[src/common/xbc_pkg.sv]
// Purpose: shared constants and types for the external memory bus control block
// Assumes: 16-bit data address space, 8-bit multiplexed bus
// Notes: byte addresses of the register words are chosen here
package xbc_pkg;
	localparam logic [7:0] ADDR_CTRL_A = 8'h00;
	localparam logic [7:0] ADDR_CTRL_B = 8'h04;
	localparam logic [7:0] ADDR_STATUS = 8'h08;

	localparam int ENABLE_BIT = 7;
	localparam int LIMIT_LSB = 4;
	localparam int UPPER_WS_LSB = 2;
	localparam int LOWER_WS_LSB = 0;
	localparam int KEEPER_BIT = 7;
	localparam int MASK_LSB = 0;

	localparam logic [7:0] CTRL_A_RESET = 8'h00;
	localparam logic [7:0] CTRL_B_RESET = 8'h00;
	localparam logic [7:0] CTRL_B_WRITABLE = 8'h87;

	localparam logic [15:0] FIRST_EXT_ADDR = 16'h2200;
	localparam int SECTOR_SHIFT = 13;
	localparam logic [2:0] LIMIT_SPLIT_MIN = 3'h2;
	localparam logic [2:0] MASK_ALL = 3'h7;
	localparam int HI_PINS = 8;

	localparam logic [1:0] WS_NONE = 2'h0;
	localparam logic [1:0] WS_ONE = 2'h1;
	localparam logic [1:0] WS_TWO = 2'h2;
	localparam logic [1:0] WS_TWO_GAP = 2'h3;

	typedef enum logic [1:0] {
		ST_IDLE = 2'b00,
		ST_ADDR = 2'b01,
		ST_STRB = 2'b10,
		ST_GAP = 2'b11
	} xbc_state_type;

	typedef struct packed {
		logic valid;
		logic write;
		logic [15:0] addr;
		logic [7:0] wdata;
	} xbc_req_type;

	typedef struct packed {
		logic [7:0] a_out;
		logic [7:0] a_dir;
		logic [7:0] c_out;
		logic [7:0] c_dir;
		logic [2:0] g_out;
		logic [2:0] g_dir;
	} xbc_port_type;

	typedef struct packed {
		logic [7:0] ad_out;
		logic [7:0] ad_oe;
		logic ad_keep;
		logic [7:0] hi_out;
		logic [7:0] hi_oe;
		logic ale;
		logic rd_n;
		logic wr_n;
		logic [2:0] ctl_oe;
	} xbc_pins_type;
endpackage

[src/hw/xbc_ctrl.sv]
// Purpose: external memory bus control with AHB-Lite register access
// Assumes: core access requests are synchronous to hclk
// Notes: zero-wait AHB slave, OKAY response always
//
// Overview of operation
// - enable bit hands bus pins to memory
// - enable clear returns pins to port
// - limit field sets upper sector start
// - limit resets to zero, one sector
// - single sector uses upper wait-state field
// - bits 3:2 set upper sector waits
// - bits 1:0 set lower sector waits
// - codes 00/01/10 add 0/1/2 strobe cycles
// - code 11 adds two plus idle gap
// - keeper holds last driven bus value
// - keeper works even with bus disabled
// - keeper bit clear stops holding
// - control b bits 6:3 read zero
// - mask zero drives all eight high pins
// - each mask step up to 6 releases next top pin; 7 frees all
// - low internal addresses never go external
//
// Local design decisions: the AHB-Lite interface to the registers and the register addresses.
`timescale 1ns/1ns
`default_nettype none
module xbc_ctrl #(
	parameter int HI_ADDR_PINS = 8
) (
	input wire logic hclk,
	input wire logic hresetn,
	input wire logic hsel,
	input wire logic [31:0] haddr,
	input wire logic [1:0] htrans,
	input wire logic hwrite,
	input wire logic [2:0] hsize,
	input wire logic [31:0] hwdata,
	input wire logic hready,
	output logic hreadyout,
	output logic hresp,
	output logic [31:0] hrdata,
	input wire xbc_pkg::xbc_req_type core_req,
	output logic core_ack,
	output logic [7:0] core_rdata,
	input wire xbc_pkg::xbc_port_type port_norm,
	input wire logic [7:0] ad_in,
	output xbc_pkg::xbc_pins_type pins
);
	if (HI_ADDR_PINS != xbc_pkg::HI_PINS) begin : g_bad_pins
		$error("xbc_ctrl serves exactly eight high address pins");
	end

	// register file and bus slave state
	logic [7:0] ctrl_a;
	logic [7:0] ctrl_b;
	logic [7:0] next_ctrl_a;
	logic [7:0] next_ctrl_b;
	logic wr_pend;
	logic next_wr_pend;
	logic [7:0] wr_addr;
	logic [7:0] next_wr_addr;
	logic [31:0] next_hrdata;

	// access sequencer state
	xbc_pkg::xbc_state_type st;
	xbc_pkg::xbc_state_type next_st;
	logic [1:0] ws_code;
	logic [1:0] next_ws_code;
	logic [1:0] cnt;
	logic [1:0] next_cnt;
	logic [15:0] acc_addr;
	logic [15:0] next_acc_addr;
	logic [7:0] acc_wdata;
	logic [7:0] next_acc_wdata;
	logic acc_write;
	logic next_acc_write;
	logic acc_upper;
	logic next_acc_upper;
	logic next_core_ack;
	logic [7:0] next_core_rdata;
	logic [7:0] last_ad;
	logic [7:0] next_last_ad;

	// decoded controls
	logic enable;
	logic keeper_on;
	logic [2:0] limit;
	logic [2:0] mask;
	logic [15:0] upper_start;
	logic req_upper;
	logic [3:0] hi_bits;
	logic strobe;
	logic addr_phase;

	assign enable = ctrl_a[xbc_pkg::ENABLE_BIT];
	assign keeper_on = ctrl_b[xbc_pkg::KEEPER_BIT];
	assign limit = ctrl_a[xbc_pkg::LIMIT_LSB +: 3];
	assign mask = ctrl_b[xbc_pkg::MASK_LSB +: 3];
	assign hreadyout = 1'b1;
	assign hresp = 1'b0;
	assign addr_phase = hsel && hready && htrans[1];
	assign strobe = (st == xbc_pkg::ST_STRB);

	always_comb begin
		next_wr_pend = addr_phase && hwrite;
		next_wr_addr = addr_phase ? haddr[7:0] : wr_addr;
		next_ctrl_a = ctrl_a;
		next_ctrl_b = ctrl_b;
		if (wr_pend && wr_addr == xbc_pkg::ADDR_CTRL_A) begin
			next_ctrl_a = hwdata[7:0];
		end
		if (wr_pend && wr_addr == xbc_pkg::ADDR_CTRL_B) begin
			next_ctrl_b = hwdata[7:0] & xbc_pkg::CTRL_B_WRITABLE;
		end
		// forwarded values so a read right after a write sees it
		next_hrdata = 32'h0000_0000;
		if (addr_phase && !hwrite) begin
			case (haddr[7:0])
				xbc_pkg::ADDR_CTRL_A: begin
					next_hrdata = {24'h00_0000, next_ctrl_a};
				end
				xbc_pkg::ADDR_CTRL_B: begin
					next_hrdata = {24'h00_0000, next_ctrl_b};
				end
				xbc_pkg::ADDR_STATUS: begin
					next_hrdata = {27'h000_0000, acc_upper, ws_code, st};
				end
				default: begin
					next_hrdata = 32'h0000_0000;
				end
			endcase
		end
	end

	always_ff @(posedge hclk or negedge hresetn) begin
		if (!hresetn) begin
			ctrl_a <= xbc_pkg::CTRL_A_RESET;
			ctrl_b <= xbc_pkg::CTRL_B_RESET;
			wr_pend <= 1'b0;
			wr_addr <= 8'h00;
			hrdata <= 32'h0000_0000;
		end else begin
			ctrl_a <= next_ctrl_a;
			ctrl_b <= next_ctrl_b;
			wr_pend <= next_wr_pend;
			wr_addr <= next_wr_addr;
			hrdata <= next_hrdata;
		end
	end

	// sector split: codes below two leave one upper sector
	always_comb begin
		if (limit < xbc_pkg::LIMIT_SPLIT_MIN) begin
			upper_start = xbc_pkg::FIRST_EXT_ADDR;
		end else begin
			upper_start = {limit, 13'h0000};
		end
		req_upper = (core_req.addr >= upper_start);
	end

	always_comb begin
		next_st = st;
		next_ws_code = ws_code;
		next_cnt = cnt;
		next_acc_addr = acc_addr;
		next_acc_wdata = acc_wdata;
		next_acc_write = acc_write;
		next_acc_upper = acc_upper;
		next_core_ack = 1'b0;
		next_core_rdata = core_rdata;
		case (st)
			xbc_pkg::ST_IDLE: begin
				if (core_req.valid) begin
					if (!enable || core_req.addr < xbc_pkg::FIRST_EXT_ADDR) begin
						next_core_ack = 1'b1;
					end else begin
						next_st = xbc_pkg::ST_ADDR;
						next_acc_addr = core_req.addr;
						next_acc_wdata = core_req.wdata;
						next_acc_write = core_req.write;
						next_acc_upper = req_upper;
						if (req_upper) begin
							next_ws_code = ctrl_a[xbc_pkg::UPPER_WS_LSB +: 2];
						end else begin
							next_ws_code = ctrl_a[xbc_pkg::LOWER_WS_LSB +: 2];
						end
					end
				end
			end
			xbc_pkg::ST_ADDR: begin
				next_st = xbc_pkg::ST_STRB;
				case (ws_code)
					xbc_pkg::WS_NONE: begin
						next_cnt = 2'h0;
					end
					xbc_pkg::WS_ONE: begin
						next_cnt = 2'h1;
					end
					default: begin
						next_cnt = 2'h2;
					end
				endcase
			end
			xbc_pkg::ST_STRB: begin
				if (cnt == 2'h0) begin
					next_core_ack = 1'b1;
					if (!acc_write) begin
						next_core_rdata = ad_in;
					end
					if (ws_code == xbc_pkg::WS_TWO_GAP) begin
						next_st = xbc_pkg::ST_GAP;
					end else begin
						next_st = xbc_pkg::ST_IDLE;
					end
				end else begin
					next_cnt = cnt - 2'h1;
				end
			end
			xbc_pkg::ST_GAP: begin
				next_st = xbc_pkg::ST_IDLE;
			end
			default: begin
				next_st = xbc_pkg::ST_IDLE;
			end
		endcase
	end

	always_ff @(posedge hclk or negedge hresetn) begin
		if (!hresetn) begin
			st <= xbc_pkg::ST_IDLE;
			ws_code <= xbc_pkg::WS_NONE;
			cnt <= 2'h0;
			acc_addr <= 16'h0000;
			acc_wdata <= 8'h00;
			acc_write <= 1'b0;
			acc_upper <= 1'b0;
			core_ack <= 1'b0;
			core_rdata <= 8'h00;
			last_ad <= 8'h00;
		end else begin
			st <= next_st;
			ws_code <= next_ws_code;
			cnt <= next_cnt;
			acc_addr <= next_acc_addr;
			acc_wdata <= next_acc_wdata;
			acc_write <= next_acc_write;
			acc_upper <= next_acc_upper;
			core_ack <= next_core_ack;
			core_rdata <= next_core_rdata;
			last_ad <= next_last_ad;
		end
	end

	// number of high pins kept for address; code 7 frees all
	always_comb begin
		if (mask == xbc_pkg::MASK_ALL) begin
			hi_bits = 4'h0;
		end else begin
			hi_bits = 4'h8 - {1'b0, mask};
		end
	end

	always_comb begin
		pins.ad_out = port_norm.a_out;
		pins.ad_oe = port_norm.a_dir;
		pins.hi_out = port_norm.c_out;
		pins.hi_oe = port_norm.c_dir;
		{pins.ale, pins.rd_n, pins.wr_n} = port_norm.g_out;
		pins.ctl_oe = port_norm.g_dir;
		if (enable) begin
			pins.ctl_oe = 3'b111;
			pins.ale = (st == xbc_pkg::ST_ADDR);
			pins.rd_n = !(strobe && !acc_write);
			pins.wr_n = !(strobe && acc_write);
			pins.ad_out = last_ad;
			pins.ad_oe = 8'h00;
			if (st == xbc_pkg::ST_ADDR) begin
				pins.ad_out = acc_addr[7:0];
				pins.ad_oe = 8'hFF;
			end else if (strobe && acc_write) begin
				pins.ad_out = acc_wdata;
				pins.ad_oe = 8'hFF;
			end
			for (int i = 0; i < xbc_pkg::HI_PINS; i++) begin
				if (i < int'(hi_bits)) begin
					pins.hi_out[i] = acc_addr[8 + i];
					pins.hi_oe[i] = 1'b1;
				end
			end
		end
		if (pins.ad_oe == 8'h00) begin
			pins.ad_out = last_ad;
		end
		pins.ad_keep = keeper_on && (pins.ad_oe == 8'h00);
	end

	always_comb begin
		next_last_ad = last_ad;
		for (int i = 0; i < 8; i++) begin
			if (pins.ad_oe[i]) begin
				next_last_ad[i] = pins.ad_out[i];
			end
		end
	end

	logic rd_b_phase;
	always_ff @(posedge hclk or negedge hresetn) begin
		if (!hresetn) begin
			rd_b_phase <= 1'b0;
		end else begin
			rd_b_phase <= addr_phase && !hwrite && haddr[7:0] == xbc_pkg::ADDR_CTRL_B;
		end
	end
endmodule // xbc_ctrl
`default_nettype wire

[config.mk]
export PLATFORM = sky130hd
export DESIGN_NAME = xbc_ctrl
export DESIGN_NICKNAME = d
export VERILOG_FILES = /design/src/common/xbc_pkg.sv /design/src/hw/xbc_ctrl.sv
export SDC_FILE = /design/constraint.sdc
export NUM_CORES = 1
export LEC_CHECK = 0
export BUFFER_PORTS_ARGS = -buffer_cell sky130_fd_sc_hd__buf_2
export CAP_MARGIN = 20
export CORE_MARGIN = 3
export CORE_UTILIZATION = 25
export DETAILED_ROUTE_END_ITERATION = 8
export PLACE_DENSITY_LB_ADDON = 0.05
export SLEW_MARGIN = 20
export SYNTH_ARGS = -nofsm -noshare
export SYNTH_HDL_FRONTEND = slang
export SYNTH_SLANG_ARGS = --single-unit
[constraint.sdc]
create_clock -name hclk -period 2.3 [get_ports hclk]
set_input_delay 0.345 -clock hclk [delete_from_list [all_inputs] [get_ports hclk]]
set_output_delay 0.345 -clock hclk [all_outputs]
set_load 0.03 [all_outputs]
**After elaboration in Yosys (flattened, before gate mapping)**

Index checks and enable logic that the tools add are counted.
W data, S select, Z words.

- Add/sub/neg operators: 2
- Magnitude comparators: 11
- Equal/unequal tests: 13
- Multiplexer cells: 40
- Bitwise operators: 2
- Reductions and logical operators: 26

Operators with widths:

| operator | number |
|---|---|
| $mux W16 | 4 |
| $mux W32 | 1 |
| $logic_not A8 Y1 | 3 |
| $mux W8 | 3 |
| $pmux W8 S3 | 1 |
| $mux W22 | 1 |
| $mux W1 | 19 |
| $eq A8 B3 Y1 const B | 2 |
| $ge A16 B16 Y1 | 1 |
| $lt A16 B14 Y1 const B | 1 |
| $lt A3 B4 Y1 const A | 4 |
| $mux W2 | 6 |
| $logic_and A1 B1 Y1 | 9 |
| $reduce_and A3 Y1 | 3 |
| $eq A8 B4 Y1 const B | 1 |
| $lt A1 B4 Y1 const A | 2 |
| $lt A2 B4 Y1 const A | 2 |
| $pmux W2 S2 | 2 |
| $pmux W2 S4 | 1 |
| $eq A2 B2 Y1 const B | 3 |
| $logic_not A2 Y1 | 3 |
| $ne A2 B2 Y1 const B | 3 |
| $logic_not A1 Y1 | 5 |
| $eq A2 B1 Y1 const B | 2 |
| 11 further kinds | 12 |

- Bits in registers: 106
- Input bits: 146

**Logic depth before layout (Yosys ltp)**

- Depth in word-level cells: 7
- Depth in mapped cells: 7

**Worst setup path after synthesis**

No wires, ideal clock.

- Path type: register -> output
- Start point: register st[0]
- End point: output pins[31] (netlist bit)
- Arrival: 2142 ps
- Path slack: -187 ps
- Stages on the path, launching flop included: 7
- Buffers on the path: 2
- Cell sequence: dfrtp_1 > buf_2 > nand3b_1 > a31oi_1 > or2_2 > buf_2 > mux2_2

RTL lines:

| element | line | text |
|---|---|---|
| start: declaration | xbc_ctrl.sv:64 | `xbc_pkg::xbc_state_type st;` |
| start signal: assignment | xbc_ctrl.sv:229 | `st <= xbc_pkg::ST_IDLE;` |
| start signal: assignment | xbc_ctrl.sv:240 | `st <= next_st;` |
| end: declaration | xbc_ctrl.sv:46 | `output xbc_pkg::xbc_pins_type pins` |

==> results.toml <==
[die]
design.core.area_mm2 = 0.01833
initial_core_util_pct = 26.00
die_w_um = 144.1
die_h_um = 144.1
rows = 49
dieArea_mm2 = 0.02076
ios = 228

[setup_path]
cp-start-kind = "flop"
crit_path_cell_trace = "ha_4, nand3b_1, o21a_1, o21ai_2, mux2_4, buf_6"
critical_path_buf_inv_count = 1
arrival_ns = 2.01
crit_fanout = 5
critPathCaptureType = "primary output"
cp.required_ns = 1.96
crit_path_max_incr_delay_ns = 0.45
path_delay_family = "flip-flops"
criticalPathCategory = "flop to primary output"
cp_slowest_cell = "dfrtp_2"

[global_route]
grt_use_met3_pct = 2.414
met1_usage_pct = 20.10
first_global_vias = 4235
use_met2_pct = 22.76
grt-busiest-layer = "met2"
overflow = 0
grt_usage_pct = 14.41
grt_first_pass_wirelength_um = 23070
antenna_found_initial = 0
grt_max_degree = 62

[flow_run]
drv_cap = 0

[final_layout]
layout.cells.non_filler = 912
post_route_cells_drive_above_1_share_pct = 45.83
final_util_pct = 36.33
finish.net_count = 831
diodes = 0
area_growth_pct = 39.72
fillers = 1884

[timing]
timing.final.crit_period_ns = 2.354
hold_viol_final = 0
setup_viol = 6
final_max_slew_viol_count = 0
rsz0062_at_grt = "true"
post-route-period-util_pct = 102.4
worst_slack_ns = -0.05407
fmax_mhz = 424.8
fin_skew_ns = 0.009682

[power]
p_leak_nw = 3.134
powerDensity_mw_per_mm2 = 1221
peakVddDrop_mv = 0.5115
power_w = 0.008131

[routing]
wl_per_cell_um = 16.60
num_vias = 4203
drt.antenna.violating_nets = 0
drc_errors = 0
drt-initial-drc-count = 137
dr.pass1.iters = 4
routed_wl_um = 15140
via_per_inst = 4.609

[hold_path]
min_path_type = "input port to flop"

[logic_synthesis]
synth_cell_type_count = 54
synth_xor_xnor_area_share_pct = 0.1838
syn_area_mm2 = 0.004766
synth.area.mux_share_pct = 12.26
synth_top_area_share_pct = 43.06
synth-compound-area-share_pct = 14.07
yosysTopAreaCell = "dfrtp_1"
ys_seq_area_share_pct = 43.06
synth-async-reset-ratio_pct = 100.0
avgSynthCellArea_um2 = 9.419
synth_simple_gate_area_share_pct = 19.82
synthFlopType = "dfrtp_1"
synth_fa_ha_area_share_pct = 1.838
synthTopCellsByArea = "dfrtp_1 (43%), mux2_2 (12%), nand2_1 (6.9%), buf_4 (4.1%), a31oi_1 (2.6%)"
yosys_warnings = 0
synth_edf_count = 0
synth_top_family_by_area = "simple AND/OR/NAND/NOR gates"
ys_seq_elements = 82
synthCells = 506

[run_status]
outcome = "complete, but fails checks"
failed_checks = "setup timing"

[clocking]
clock_sinks = 82
clk_path_buf_depth = 2
htree_levels = 3
cts_tree = "built"
clk_latency_ns = 0.34
cts_buffers = 9
clockRootBuffer = "clkbuf_16"
clkTransAtPathRegs_ns = 0.06

[place]
routabilityCongestion = 0.7803
port_buffers = 149
placedCellCount = 878
pre_cts_ws_ns = 0.03639
dp_hpwl_um = 11080
## cell usage after synthesis (all sizes together), types with 2 or more instances
library cell   n
nor4           5
nand3         10
conb           2
nor4b          3
nand2b         7
o21ai         21
nor2b          2
a31o           2
nor3           3
o21a           3
or4            2
nand2         88
a21o           3
a21oi         19
nand4          7
mux2          51
nor2          20
a21bo          6
a32oi          5
inv           22
a31oi         20
or2           12
o211ai         7
buf           43
clkbuf        12
and4           4
ha             7
nand3b        10
or4b           3
and2           6
dfrtp         82
o31ai          6
## stage by stage
stage / hold WS (ns) / cell area [um2] / TNS [ns]
after floorplan: 0.04941 / 4862 / 0
final: 0.1960 / 6659 / -0.1888
after global routing: 0.1914 / 6659 / -0.7923
after detailed placement: 0.2679 / 5798 / 0
after global placement: 0.2648 / 5798 / 0
after CTS: 0.1791 / 6447 / -0.4212
## final cells by class
| class | instances | area, um2 | area share (%) |
|---|---|---|---|
| inverter | 23 | 91.34 | 1.372 |
| tap | 229 | 286.5 | 4.303 |
| clock inverter | 5 | 102.6 | 1.541 |
| clock buffer | 11 | 232.7 | 3.495 |
| timing repair buffer | 191 | 1274 | 19.13 |
| sequential | 82 | 2058 | 30.91 |
| multi-input combinational | 371 | 2614 | 39.25 |
## flip-flops by register name, indices dropped and copies added, names as in the netlist
signal,count
core_rdata,8
wr_addr,8
acc_upper,1
ctrl_b,8
acc_addr,16
st,2
core_ack,1
last_ad,8
wr_pend,1
acc_write,1
ctrl_a,8
hrdata,8
cnt,2
acc_wdata,8
ws_code,2
## worst register-to-register path: stages (launching register included)
cell	delay, ns
dfrtp_2	0.45
buf_8	0.14
buf_2	0.15
buf_4	0.14
nor3b_1	0.39
o311a_1	0.44
mux2_2	0.37
## worst paths after layout
path | startpoint | to | slack (ns) | depth (start not counted)
worst max-delay path | ctrl_b[1] | pins[18] | -0.05 | 6
min in group asynchronous | hresetn | wr_addr[5] | 0.45 | 2
worst min-delay path | core_req[4] | acc_wdata[4] | 0.20 | 3
worst max register to register | st[1] | acc_addr[14] | 0.10 | 6
max in group asynchronous | hresetn | st[1] | 1.19 | 3
worst min register to register | acc_wdata[2] | acc_wdata[2] | 0.46 | 2
## cell families (layout without fill, tap and decap cells)
logic type      count (synthesis)  in the layout
simple gates                  185            186
fa+ha+maj                       7              7
mux                            52             52
buf+inv                        78            230
compound gates                 99             99
flops                          82             82
xor+xnor                        1              1
other cells                     2             26
## placed cells by master (no fill, tap or decap), types with 3 or more instances in the layout
cell type / count
buf_2: 126
clkbuf_16: 9
buf_12: 3
o21ai_0: 14
a21o_1: 3
nor4_1: 3
bufinv_16: 3
o31ai_1: 6
o21ai_2: 3
o21ai_1: 3
buf_6: 20
or2_2: 11
nor2_1: 18
nand3b_1: 10
nand3_1: 9
dfrtp_1: 77
and4_1: 4
a21oi_2: 3
nand2b_1: 6
inv_1: 20
o211ai_1: 7
mux2_4: 10
a21oi_4: 3
mux2_2: 41
dfrtp_2: 5
a21bo_2: 6
conb_1: 26
a32oi_1: 5
nand4_1: 7
ha_1: 5
nand2_1: 87
a31oi_1: 19
a21oi_1: 13
buf_4: 38
and2_1: 4
## where the power goes
part           internal (W)  switching, W
combinational       0.00190       0.00230
clock               0.00106      0.000608
sequential          0.00192      0.000341
## routing by layer
| metal | up-vias | part of all wire [%] |
|---|---|---|
| li1 | 2074 | - |
| met1 | 1987 | 48 |
| met2 | 132 | 46 |
| met3 | 10 | 5.4 |
| met4 | 0 | 0.96 |
| met5 | - | 0 |
## timing repair
item,4_1_cts,5_1_grt
hold endpoints to repair,21,0
hold buffers,1,0
resized for setup,62,55
pin swaps,7,13
cloned,2,0
setup endpoints to repair,20,24
buffers inserted,6,10
Note: power is estimated with default switching activity, not from simulation.
